[src/shared/dcs_defines.vh]
// Offsets, field positions, reset values and widths of the DMA status block
`ifndef DCS_DEFINES_VH
`define DCS_DEFINES_VH
`define DCS_NCHAN 8
`define DCS_CHW 3
`define DCS_ADRW 8
`define DCS_OFS_COLL 8'h00
`define DCS_OFS_ACT 8'h04
`define DCS_XWC_LSB 0
`define DCS_XWC_MSB 7
`define DCS_PWC_LSB 8
`define DCS_PWC_MSB 15
`define DCS_PPS_LSB 0
`define DCS_PPS_MSB 7
`define DCS_LAC_LSB 8
`define DCS_LAC_MSB 11
`define DCS_LAC_RST 4'hF
`define DCS_FLAG_RST 8'h00
`endif

[src/rtl/dcs_flag_bank.v]
// Bank of sticky event flags with software clear
`timescale 1ns/10ps
`include "dcs_defines.vh"
module dcs_flag_bank #(
  parameter W = 8
) (
  // Clock and reset
  input wire clk,
  input wire rstN,
  // Events and clear
  input wire [W-1:0] setPulse,
  input wire [W-1:0] clrMask,
  // Flags
  output reg [W-1:0] flags_q
);
  wire [W-1:0] flags_d;

  // Set beats clear so a collision in the clearing cycle is kept
  assign flags_d = (flags_q & ~clrMask) | setPulse;

  always @(posedge clk or negedge rstN) begin
    if (!rstN) begin
      flags_q <= {W{1'b0}};
    end else begin
      flags_q <= flags_d;
    end
  end
endmodule // dcs_flag_bank

[src/rtl/dcs_chan_tracker.v]
// Last active channel and ping-pong buffer indicators
`timescale 1ns/10ps
`include "dcs_defines.vh"
module dcs_chan_tracker (
  // Clock and reset
  input wire clk,
  input wire rstN,
  // Transfer completion from channel engines
  input wire xferDone,
  input wire [`DCS_CHW-1:0] xferChan,
  input wire [`DCS_NCHAN-1:0] pingpongSelB,
  // Status
  output reg [3:0] lastActiveChannel_q,
  output reg [`DCS_NCHAN-1:0] pingpongBufferIndicator_q
);
  always @(posedge clk or negedge rstN) begin
    if (!rstN) begin
      lastActiveChannel_q <= `DCS_LAC_RST;
      pingpongBufferIndicator_q <= `DCS_FLAG_RST;
    end else begin
      // Top bit forced low: a transfer never loads a reserved code; only reset loads 4'hF
      if (xferDone) begin
        lastActiveChannel_q <= {1'b0, xferChan};
      end
      pingpongBufferIndicator_q <= pingpongSelB;
    end
  end
endmodule // dcs_chan_tracker

[src/rtl/dcs_status_top.v]
// Top of the DMA collision and channel status block with Wishbone slave
// Contract
// - Eight DMA-RAM write-collision flags sit in bits 7..0 of the collision register, bit n for channel n.
// - A collision flag reads 1 once a collision was detected on its channel and 0 otherwise.
// - Bits 11..8 of the activity register give the binary number 0..7 of the last transferring channel.
// - Hardware updates that field on every completed transfer and software can only read it.
// - Eight peripheral write-collision flags sit in bits 15..8 of the collision register, bit 8 for channel 0.
//
// Implementation choices: the register addresses and the Wishbone register port.
`timescale 1ns/10ps
`include "dcs_defines.vh"
module dcs_status_top (
  // Clock and reset
  input wire core_clk,
  input wire nrst,
  // Wishbone slave
  input wire wb_cyc_i,
  input wire wb_stb_i,
  input wire wb_we_i,
  input wire [`DCS_ADRW-1:0] wb_adr_i,
  input wire [3:0] wb_sel_i,
  input wire [31:0] wb_dat_i,
  output reg wb_ack_o,
  output reg [31:0] wb_dat_o,
  // Collision events, one-cycle pulses per channel
  input wire [`DCS_NCHAN-1:0] dmaRamWriteCollision,
  input wire [`DCS_NCHAN-1:0] peripheralWriteCollision,
  // Transfer completion
  input wire xferDone,
  input wire [`DCS_CHW-1:0] xferChan,
  input wire [`DCS_NCHAN-1:0] pingpongSelB
);
  // ----------------------------------------------------------------
  // Reset synchroniser
  // ----------------------------------------------------------------
  reg rstSync1_q;
  reg rstSync2_q;
  wire rstN;

  always @(posedge core_clk or negedge nrst) begin
    if (!nrst) begin
      rstSync1_q <= 1'b0;
      rstSync2_q <= 1'b0;
    end else begin
      rstSync1_q <= 1'b1;
      rstSync2_q <= rstSync1_q;
    end
  end
  assign rstN = rstSync2_q;

  // ----------------------------------------------------------------
  // Bus decode
  // ----------------------------------------------------------------
  wire busReq;
  wire selColl;
  wire selAct;
  wire wrCommit;
  wire [15:0] laneMask;
  wire [15:0] clrMask;
  localparam [`DCS_ADRW-1:0] OFS_COLL = `DCS_OFS_COLL;
  localparam [`DCS_ADRW-1:0] OFS_ACT = `DCS_OFS_ACT;

  assign busReq = wb_cyc_i & wb_stb_i;
  // Word decode; low address bits ignored
  assign selColl = (wb_adr_i[`DCS_ADRW-1:2] == OFS_COLL[`DCS_ADRW-1:2]);
  assign selAct = (wb_adr_i[`DCS_ADRW-1:2] == OFS_ACT[`DCS_ADRW-1:2]);
  // Write lands on the edge where the master sees ack
  assign wrCommit = busReq & wb_we_i & wb_ack_o;
  assign laneMask = {{8{wb_sel_i[1]}}, {8{wb_sel_i[0]}}};
  // Writing 0 clears a flag, writing 1 leaves it alone
  assign clrMask = (wrCommit & selColl) ? (laneMask & ~wb_dat_i[15:0]) : 16'h0000;

  // ----------------------------------------------------------------
  // Status state
  // ----------------------------------------------------------------
  wire [`DCS_NCHAN-1:0] dmaRamWriteCollisionFlag;
  wire [`DCS_NCHAN-1:0] peripheralWriteCollisionFlag;
  wire [3:0] lastActiveChannel;
  wire [`DCS_NCHAN-1:0] pingpongBufferIndicator;

  dcs_flag_bank #(.W(`DCS_NCHAN)) uXwc (
    .clk(core_clk),
    .rstN(rstN),
    .setPulse(dmaRamWriteCollision),
    .clrMask(clrMask[`DCS_XWC_MSB:`DCS_XWC_LSB]),
    .flags_q(dmaRamWriteCollisionFlag)
  );

  dcs_flag_bank #(.W(`DCS_NCHAN)) uPwc (
    .clk(core_clk),
    .rstN(rstN),
    .setPulse(peripheralWriteCollision),
    .clrMask(clrMask[`DCS_PWC_MSB:`DCS_PWC_LSB]),
    .flags_q(peripheralWriteCollisionFlag)
  );

  dcs_chan_tracker uTrk (
    .clk(core_clk),
    .rstN(rstN),
    .xferDone(xferDone),
    .xferChan(xferChan),
    .pingpongSelB(pingpongSelB),
    .lastActiveChannel_q(lastActiveChannel),
    .pingpongBufferIndicator_q(pingpongBufferIndicator)
  );

  // ----------------------------------------------------------------
  // Read mux
  // ----------------------------------------------------------------
  reg [31:0] rdData;

  always @* begin
    rdData = 32'h0000_0000;
    if (selColl) begin
      rdData[`DCS_XWC_MSB:`DCS_XWC_LSB] = dmaRamWriteCollisionFlag;
      rdData[`DCS_PWC_MSB:`DCS_PWC_LSB] = peripheralWriteCollisionFlag;
    end else if (selAct) begin
      rdData[`DCS_LAC_MSB:`DCS_LAC_LSB] = lastActiveChannel;
      rdData[`DCS_PPS_MSB:`DCS_PPS_LSB] = pingpongBufferIndicator;
    end
  end

  // ----------------------------------------------------------------
  // Ack and read data
  // ----------------------------------------------------------------
  // Activity register has no write path at all
  always @(posedge core_clk or negedge rstN) begin
    if (!rstN) begin
      wb_ack_o <= 1'b0;
      wb_dat_o <= 32'h0000_0000;
    end else begin
      wb_ack_o <= busReq & ~wb_ack_o;
      if (busReq & ~wb_ack_o & ~wb_we_i) begin
        wb_dat_o <= rdData;
      end else if (!busReq) begin
        wb_dat_o <= 32'h0000_0000;
      end
    end
  end
endmodule // dcs_status_top

[config.mk]
export PLATFORM = sky130hd
export DESIGN_NAME = dcs_status_top
export DESIGN_NICKNAME = d
export VERILOG_FILES = /design/src/rtl/dcs_flag_bank.v /design/src/rtl/dcs_chan_tracker.v /design/src/rtl/dcs_status_top.v
export VERILOG_INCLUDE_DIRS = /design/src /design/src/shared
export SDC_FILE = /design/constraint.sdc
export NUM_CORES = 1
export LEC_CHECK = 0
export BUFFER_PORTS_ARGS = -buffer_cell sky130_fd_sc_hd__buf_4
export CORE_MARGIN = 2
export CORE_UTILIZATION = 47
export DETAILED_ROUTE_END_ITERATION = 10
export GPL_ROUTABILITY_DRIVEN = 0
export GPL_TIMING_DRIVEN = 0
export MAX_ROUTING_LAYER = met4
export PLACE_DENSITY_LB_ADDON = 0.25
export SLEW_MARGIN = 15
export SYNTH_ARGS = -nofsm -noshare
export SYNTH_HDL_FRONTEND = slang
export SYNTH_SLANG_ARGS = --single-unit
[constraint.sdc]
create_clock -name core_clk -period 3.98 [get_ports core_clk]
set_input_delay 0.597 -clock core_clk [delete_from_list [all_inputs] [get_ports core_clk]]
set_output_delay 0.597 -clock core_clk [all_outputs]
set_load 0.01 [all_outputs]
==> results of run 1 <==
-- Yosys cell counts, drive strengths merged --
library cell / instances
conb: 2
or3b: 1
nor2b: 1
o211a: 1
nand2: 13
a32o: 4
or4: 1
mux2: 3
dfrtp: 43
dfstp: 4
and4bb: 1
nor2: 17
nor3: 1
mux2i: 12
a21oi: 16
o21ai: 12
clkbuf: 3
buf: 20
nor4b: 16
nand4: 1
-- state kept, by name (all words and copies together) (netlist names) --
| name | count |
|---|---|
| rstSync1_q | 1 |
| uTrk.lastActiveChannel_q | 4 |
| uXwc.flags_q | 8 |
| wb_dat_o | 16 |
| uPwc.flags_q | 8 |
| wb_ack_o | 1 |
| uTrk.pingpongBufferIndicator_q | 8 |
| rstN | 1 |
-- power breakdown --
group	leakage (nW)	internal, W	switching, W
combinational	0.729	0.0000601	0.0000407
clock	0.0612	0.000203	0.000153
sequential	0.534	0.000489	0.00000712
total	1.32	0.000752	0.000201
-- cells by family after synthesis --
kind of cell / after synthesis / share of synthesized area (%)
buf+inv: 23 / 7.827
other cells: 2 / 0.3758
mux: 15 / 7.702
flops: 47 / 59.11
simple gates: 52 / 15.28
compound gates: 33 / 9.706
-- cells in the final DEF (no fill, tap or decap), types with 2 or more instances in the layout --
cell / instances
mux2i_1: 12
buf_2: 2
clkbuf_1: 3
nand2_1: 13
nor4b_1: 16
dfrtp_1: 42
conb_1: 17
dfstp_2: 4
o21ai_1: 11
mux2_2: 3
a21oi_1: 16
buf_4: 88
a32o_1: 4
nor2_1: 17
clkbuf_8: 6
-- worst min path at each step --
stage	from	endpoint	cells past startpoint
finish	nrst	rstN$_DFF_PN0_	1
global route	nrst	rstN$_DFF_PN0_	1
CTS	nrst	rstN$_DFF_PN0_	1
detailed placement	rstN$_DFF_PN0_	uPwc.flags_q[0]$_DFF_PN0_	0
global placement	rstSync1_q$_DFF_PN0_	rstN$_DFF_PN0_	0
floorplan	nrst	rstN$_DFF_PN0_	0
-- layout make-up --
type	instances	area [sq um]
Timing Repair Buffer	73	560.5
Fill cell	344	1261
Sequential cell	47	1182
Multi-Input combinational cell	117	716.9
Buffer	23	156.4
Tap cell	50	62.56
Clock buffer	6	82.58
Clock inverter	2	35.03
-- per-layer routing --
metal  global-route usage (%)  wire length, um  up-vias
met5                        -                0        -
met4                    4.575               21        0
met3                    7.267              395        2
met1                    25.19             1839      766
li1                         -                -      763
met2                    33.12             2119       78
-- per-stage QoR --
stage	cell area, sq um	util, %	hold WS [ns]
final	2796	68.92	0.06133
after global routing	2796	68.92	0.03995
after CTS	2796	68.92	0.05033
after detailed placement	2679	66.02	0.2161
after global placement	2658	65.49	0.3342
after floorplan	2054	-	0.3014
==> metrics, run 1 <==
critical path class in2reg; RR Startpoint wb_ack_o$_DFF_PN0_; Slew HR between 40% and 50%; Yosys warnings 0; R2R setup slack around 2.4 ns; Peak Freq a little under 600 MHz; number of CTS-inserted buffers 5; Critical Path Slowest Stage Cell or4_4; fin worst setup slack ~2.3 ns; RSZ-0062 raised after global routing false; clk slew on worst S/H paths about 0.090 ns; first-pass GRT wire length roughly 7600 um; grt ovf 0; Initial Util 49.24%; WP data arrival 1.93 ns; Final setup viols 0; Pwr per Cell Area between 300 and 400 mW/mm^2; Netlist cell types 24; vias per std cell 5.060; Worst Skew around 0.011 ns; register area share after synthesis 59.11%; drt drc 0; top cell type's share of synthesized area 53.85%; Post-Syn Instances ~170; Max Cap Viol 0; postcts setup bufs 0; Critical Path RT approximately 4.2 ns; CTS Root Cell clkbuf_8; Fin Setup TNS 0 ns; Inst Count DP between 300 and 400; die area ~0.0048 sq mm; DP Worst Slack around 1.9 ns; Seq cells post-synth 47; # hold bufs at CTS 0; number of global-route vias before repair roughly 1600; layout cells sized above 1 about two fifths; clock sink count 47; period utilization 43.05%; initial antenna violation count 0; worst-case reg-to-reg path depth 4; Total GRT Usage between 20 and 25%; Synth area leader dfrtp_1; Worst-Skew Late Latency approximately 0.3 ns; CP top delay family simple AND/OR/NAND/NOR gates; Non-Filler Instances 318; DRT Pass-1 Iters 4; Post-DRT Antenna Nets 0; CTS tree built; H-tree levels 2; Die Span X 69.20 um; Pwr Total ~0.00095 W; fin. max-slew vios 0; Max rail drop VDD roughly 0.00026 V; CP Capture Type flip-flop; cell row count 23; routed vias between 1500 and 2000; core area just over 0.004 sq mm; Worst Setup Start Kind input pin; Nets between 300 and 400; I/O pin cnt 110; Hold Path Class in2async; Area contributors post-synth dfrtp_1 (54%), nor4b_1 (7.0%), mux2i_1 (6.0%), buf_4 (6.0%), dfstp_2 (5.3%); Buffers & Inverters on Critical Path 2; DPL Wire Length approximately 3400 um; Post-Syn Area ~0.002 sq mm; final wirelength between 4000 and 5000 um; status finished clean; initial DRC count 94; delay of the slowest critical-path stage 0.53 ns; Critical Path, Cell by Cell buf_4, or4_4, or3b_4, buf_6, o21ai_1; worst-case clock buffer depth 2; Critical Path Fanout Max 10; crit path to wb_dat_o[3]$_DFFE_PN0P_; Leak between 1 and 1.5 nW; Tightest Pin Transition just under 0.8 ns; CP Depth 5; Avg Cell Area, Syn ~12 sq um; area grow syn2layout 39.95%; endpoints failing hold 0; largest net degree at the start of global routing 28; die height 69.20 um; Buffers on Ports 72; CTS resizes 0; Reg-to-Reg End uXwc.flags_q[4]$_DFF_PN0_; Min Clock Period, post-route between 1.5 and 2 ns; Avg WL per Cell between 10 and 15 um; CP Launch Point wb_adr_i[5]; Ant. Diodes 0
Note: power is estimated with default switching activity, not from simulation.
==> run 2: changes to the inputs <==
CORE_UTILIZATION = 44   (was 47)
clock period = 1.6 ns   (was 3.98 ns; I/O delays follow)
==> metrics, run 2 (same netlist as run 1, synthesis figures left out) <==
Critical Path RT 1.82 ns (-2.38 ns); Max rail drop VDD 0.0004011 V (+56%); number of global-route vias before repair 1536 (-6.7%); clk slew on worst S/H paths 0.09 ns (about the same); CTS Root Cell clkbuf_8; initial DRC count 66 (-30%); Post-DRT Antenna Nets 0 (unchanged); CTS tree built; Comb power frac 11.8% (+1.2 points); fin. max-slew vios 0 (unchanged); placed inst area 0.002681 sq mm (about the same); P_int 0.001673 W (+120%); Critical Path Slowest Stage Cell dfrtp_1; clock sink count 47 (unchanged); Min Clock Period, post-route around 1.6 ns; vias per std cell 4.892 (-3.3%); post-route cell area 0.002826 sq mm (+1.1%); Leak 1.333 nW (+0.73%); cell row count 24 (+4.3%); layout cells sized above 1 43.96% (+2.5 points); Initial Util 45.89% (-3.4 points); Tightest Pin Transition 0.8032 ns (+0.02099 ns); drt drc 0 (unchanged); Pwr per Cell Area 774.1 mW/mm^2 (+130%); Buffers on Ports 72 (unchanged); worst-case clock buffer depth 2 (unchanged); Avg WL per Cell 13.87 um (+0.82%); first-pass GRT wire length 7307 um (-4.0%); initial antenna violation count 0 (unchanged); grt ovf 0 (unchanged); Sw Ratio 23.51% (+2.5 points); WP data arrival 1.79 ns (-0.14 ns); CP Capture Type flip-flop; Ant. Diodes 0 (unchanged); fin worst setup slack 0.03204 ns (-2.235 ns); final wirelength 4509 um (+3.0%); status finished clean; max reg flops 16 (unchanged); Fin Setup TNS 0 ns (unchanged); Net Sw Power 0.0005144 W (+160%); FILL cells 383 (+11%); number of CTS-inserted buffers 5 (unchanged); Multi-input gate area 728.2 sq um (+1.6%); area grow syn2layout 41.45%; sequential power share 56.4% (+4.4 points); DP Worst Slack -0.06158 ns (-2.010 ns); endpoints failing hold 0 (unchanged); Die Span X 71.39 um (+3.2%); Max Cap Viol 0 (unchanged); Nets 349 (+1.5%); die area 0.005097 sq mm (+6.4%); Critical Path Fanout Max 10 (unchanged); Biggest register wb_dat_o; DPL Wire Length 3374 um (about the same); flip-flop and latch area 0.001182 sq mm (unchanged); H-tree levels 2 (unchanged); most frequent cells in the layout buf_4 (92), dfrtp_1 (42), nor2_1 (17), conb_1 (17); delay of the slowest critical-path stage 0.43 ns (-0.10 ns); period utilization a little over nine tenths; Worst-Skew Late Latency 0.30 ns (about the same); Total GRT Usage 19.36% (-1.2 points); commonest non-fill, non-tap cell in the layout buf_4; Critical Path, Cell by Cell and4bb_2, or3b_4, buf_8, o21ai_1; RSZ-0062 raised after global routing true; Peak Freq about 640 MHz; DRT Pass-1 Iters 6 (+2); Hold Path Class in2reg; die height 71.39 um (+3.2%); clock power share 31.9% (-5.5 points); largest net degree at the start of global routing 27 (-3.6%); Slew HR 46.46% (-1.4 points); Worst Setup Start Kind flip-flop; Worst Skew 0.005744 ns (-0.005347 ns); critical path class reg2reg; Final setup viols 0 (unchanged); core area 0.004354 sq mm (+7.3%); routed vias 1590 (-1.2%); I/O pin cnt 110 (unchanged)
==> run 2: cell types whose count changed in the layout (fill, tap and decap cells not counted), sizes merged <==
| cell | delta |
|---|---|
| bufinv | -1 |
| clkbuf | -1 |
| buf | +4 |
| dlygate4sd3 | +1 |
| clkinvlp | +2 |
==> run 2: routing by layer <==
metal / GRT usage, % / wire, um / part of all wire [%] / vias up
li1: - / - / - / 773
met4: 6.289 / 38 / 0.84 / 0
met5: - / 0 / 0 / -
met2: 30.76 / 2202 / 49 / 73
met3: 4.219 / 362 / 8.0 / 4
met1: 24.88 / 1906 / 42 / 740
==> run 2: critical path, delay by kind of cell, from the launching register on <==
family                 cells  cell delay [ns]
AOI/OAI and AO/OA          1             0.13
and+or+nand+nor            2             0.78
DFF                        1             0.43
buffers and inverters      1             0.16
==> run 2: cell type report <==
cell class / instances / area share (%)
Multi-Input combinational cell: 117 / 25.76
Clock inverter: 3 / 0.7083
Timing Repair Buffer: 78 / 21.25
Sequential cell: 47 / 41.83
Buffer: 23 / 5.711
Clock buffer: 5 / 2.435
Tap cell: 52 / 2.302
==> run 2: stage by stage <==
stage	total power [W]	hold WS, ns	cells	util, %
after floorplan	0.001361	-0.05559	187	-
after global placement	0.001499	0.02433	311	61.09
after detailed placement	0.001509	0.02357	312	61.58
after CTS	0.002206	0.03704	322	64.05
after global routing	0.002278	0.03063	325	64.91
final	0.002188	0.04268	325	64.91
==> run 2: power by group through the flow <==
stage	Combinational, W	Sequential [W]	Clock [W]
6_report	0.000257	0.00123	0.000697
5_1_grt	0.000280	0.00124	0.000758
4_1_cts	0.000254	0.00123	0.000717
3_5_place_dp	0.000251	0.00126	0
3_3_place_gp	0.000231	0.00127	0
2_1_floorplan	0.0000983	0.00126	0
==> run 2: what timing repair did <==
item                                    CTS  global route
pin swaps                                 1             1
hold endpoints to repair                  2             0
buffers inserted                          1             3
hold buffers                              1             0
endpoints found under the setup margin   10            10
resized for setup                         1             5
==> run 2: path summary, 6_finish.rpt <==
| path | from | endpoint | slack [ns] | cells after the start |
|---|---|---|---|---|
| setup / recovery | wb_ack_o$_DFF_PN0_ | wb_dat_o[9]$_DFFE_PN0P_ | 0.03 | 4 |
| hold / removal | pingpongSelB[1] | uTrk.pingpongBufferIndicator_q[1]$_DFF_PN0_ | 0.04 | 1 |
| setup reg to reg | wb_ack_o$_DFF_PN0_ | wb_dat_o[9]$_DFFE_PN0P_ | 0.03 | 4 |
| hold reg to reg | rstN$_DFF_PN0_ | uPwc.flags_q[6]$_DFF_PN0_ | 0.22 | 0 |
| max in group asynchronous | rstN$_DFF_PN0_ | uTrk.lastActiveChannel_q[1]$_DFFE_PN1P_ | 0.83 | 1 |
| min in group asynchronous | rstN$_DFF_PN0_ | uPwc.flags_q[6]$_DFF_PN0_ | 0.22 | 0 |
==> run 3: changes to the inputs <==
CELL_PAD_IN_SITES_DETAIL_PLACEMENT = 0   (was not set)
CELL_PAD_IN_SITES_GLOBAL_PLACEMENT = 1   (was not set)
CORE_UTILIZATION = 32   (was 44)
==> metrics, run 3 (same netlist as run 1, synthesis figures left out) <==
status finished clean; Worst Skew 0.006894 ns (+0.001151 ns); Tightest Pin Transition 0.8304 ns (+0.02728 ns); routed vias 1581 (-0.57%); Buffers on Ports 72 (unchanged); clock sink count 47 (unchanged); flip-flop and latch area 0.001182 sq mm (unchanged); I/O pin cnt 110 (unchanged); max reg flops 16 (unchanged); FILL cells 578 (+51%); Biggest register wb_dat_o; Avg WL per Cell 13.82 um (-0.42%); Total GRT Usage 14.88% (-4.5 points); Max rail drop VDD 0.0003968 V (-1.1%); first-pass GRT wire length 7962 um (+9.0%); initial antenna violation count 0 (unchanged); fin util 47.74% (-17 points); clk slew on worst S/H paths 0.09 ns (about the same); Critical Path Fanout Max 10 (unchanged); DRT Pass-1 Iters 4 (-2); Ant. Diodes 0 (unchanged); initial DRC count 46 (-30%); grt ovf 0 (unchanged); Peak Freq 634.8 MHz (-0.47%); fin. max-slew vios 0 (unchanged); Worst Setup Start Kind flip-flop; CP Capture Type flip-flop; CTS Root Cell clkbuf_8; WP data arrival 1.80 ns (about the same); Hold Path Class in2reg; critical path class reg2reg; core area 0.005991 sq mm (+38%); H-tree levels 2 (unchanged); worst-case clock buffer depth 2 (unchanged); Worst-Skew Late Latency 0.30 ns (about the same); Slew HR 44.64% (-1.8 points); Critical Path RT 1.82 ns (about the same); Pwr per Cell Area 774.4 mW/mm^2 (about the same); Final setup viols 0 (unchanged); area grow syn2layout 43.14%; Min Clock Period, post-route 1.575 ns (+0.007400 ns); Die Span X 83.02 um (+16%); die height 83.02 um (+16%); most frequent cells in the layout buf_4 (90), dfrtp_1 (42), nor2_1 (17), conb_1 (17), a21oi_1 (16); period utilization 98.46% (+0.46 points); Max Cap Viol 0 (unchanged); largest net degree at the start of global routing 24 (-11%); endpoints failing hold 0 (unchanged); layout cells sized above 1 43.91% (-0.045 points); DPL Wire Length 3646 um (+8.1%); placed inst area 0.002718 sq mm (+1.4%); CTS tree built; vias per std cell 4.569 (-6.6%); Leak 1.335 nW (about the same); final wirelength 4780 um (+6.0%); post-route cell area 0.002860 sq mm (+1.2%); Multi-input gate area 742.0 sq um (+1.9%); drt drc 0 (unchanged); number of global-route vias before repair 1630 (+6.1%); die area 0.006892 sq mm (+35%); Post-DRT Antenna Nets 0 (unchanged); RSZ-0062 raised after global routing true; Initial Util 33.35% (-13 points); number of CTS-inserted buffers 5 (unchanged); Pwr Total 0.002215 W (+1.2%); commonest non-fill, non-tap cell in the layout buf_4; cell row count 28 (+17%); Nets 347 (-0.57%)
[run 3: where the power goes]
group	leakage [nW]	total, W	internal [W]	switching [W]
Sequential	0.534	0.00124	0.00122	0.0000207
Clock	0.0482	0.000719	0.000349	0.000370
Combinational	0.752	0.000260	0.000155	0.000105
Total	1.33	0.00221	0.00172	0.000496
[run 3: metrics by stage]
| stage | setup TNS, ns | instances | setup slack, ns | hold slack, ns |
|---|---|---|---|---|
| 2_1_floorplan | 0 | 187 | 0.1211 | -0.05559 |
| 3_3_place_gp | -15.71 | 334 | -0.3610 | 0.02330 |
| 3_5_place_dp | -1.208 | 335 | -0.08778 | 0.02422 |
| 4_1_cts | 0 | 345 | 0.009015 | 0.03132 |
| 5_1_grt | -0.2926 | 346 | -0.04685 | 0.02754 |
| 6_report | 0 | 346 | 0.02464 | 0.04408 |
[run 3: cell type report]
cell class | instances | share of cell area, %
flip-flops and latches | 47 | 41.34
multi-input cells | 117 | 25.94
repair buffers | 76 | 20.73
plain buffers | 23 | 5.512
well taps | 75 | 3.281
clock buffers | 7 | 3.018
clock inverters | 1 | 0.1750
[run 3: worst paths after layout]
| kind | slack [ns] | cells past startpoint | to | startpoint |
|---|---|---|---|---|
| min in group asynchronous | 0.25 | 2 | rstN$_DFF_PN0_ | nrst |
| max in group asynchronous | 0.77 | 1 | uTrk.lastActiveChannel_q[3]$_DFFE_PN1P_ | rstN$_DFF_PN0_ |
| max reg2reg | 0.02 | 4 | wb_dat_o[7]$_DFFE_PN0P_ | wb_ack_o$_DFF_PN0_ |
| max | 0.02 | 4 | wb_dat_o[7]$_DFFE_PN0P_ | wb_ack_o$_DFF_PN0_ |
| min reg2reg | 0.26 | 0 | uPwc.flags_q[0]$_DFF_PN0_ | rstN$_DFF_PN0_ |
| min | 0.04 | 1 | uTrk.pingpongBufferIndicator_q[5]$_DFF_PN0_ | pingpongSelB[5] |
[run 3: what timing repair did]
item                                   4_1_cts  5_1_grt
hold buffers                                 1        0
gates resized for setup                      1        9
pin swaps                                    1        2
buffers inserted                             1        1
cloned                                       0        0
endpoints found under the hold margin        2        0
setup endpoints to repair                   14       20
[run 3: metal layers]
metal | track usage, % | vias up | wire (um)
met2 | 21.77 | 64 | 2250
li1 | - | 773 | -
met5 | - | - | 0
met4 | 4.471 | 0 | 60
met1 | 20.44 | 736 | 2137
met3 | 3.777 | 8 | 331
[run 3: critical path, stage by stage, from the launching register on]
cell      delay, ns
dfrtp_1        0.42
and4bb_4       0.39
or3b_4         0.40
buf_6          0.16
o21ai_2        0.13
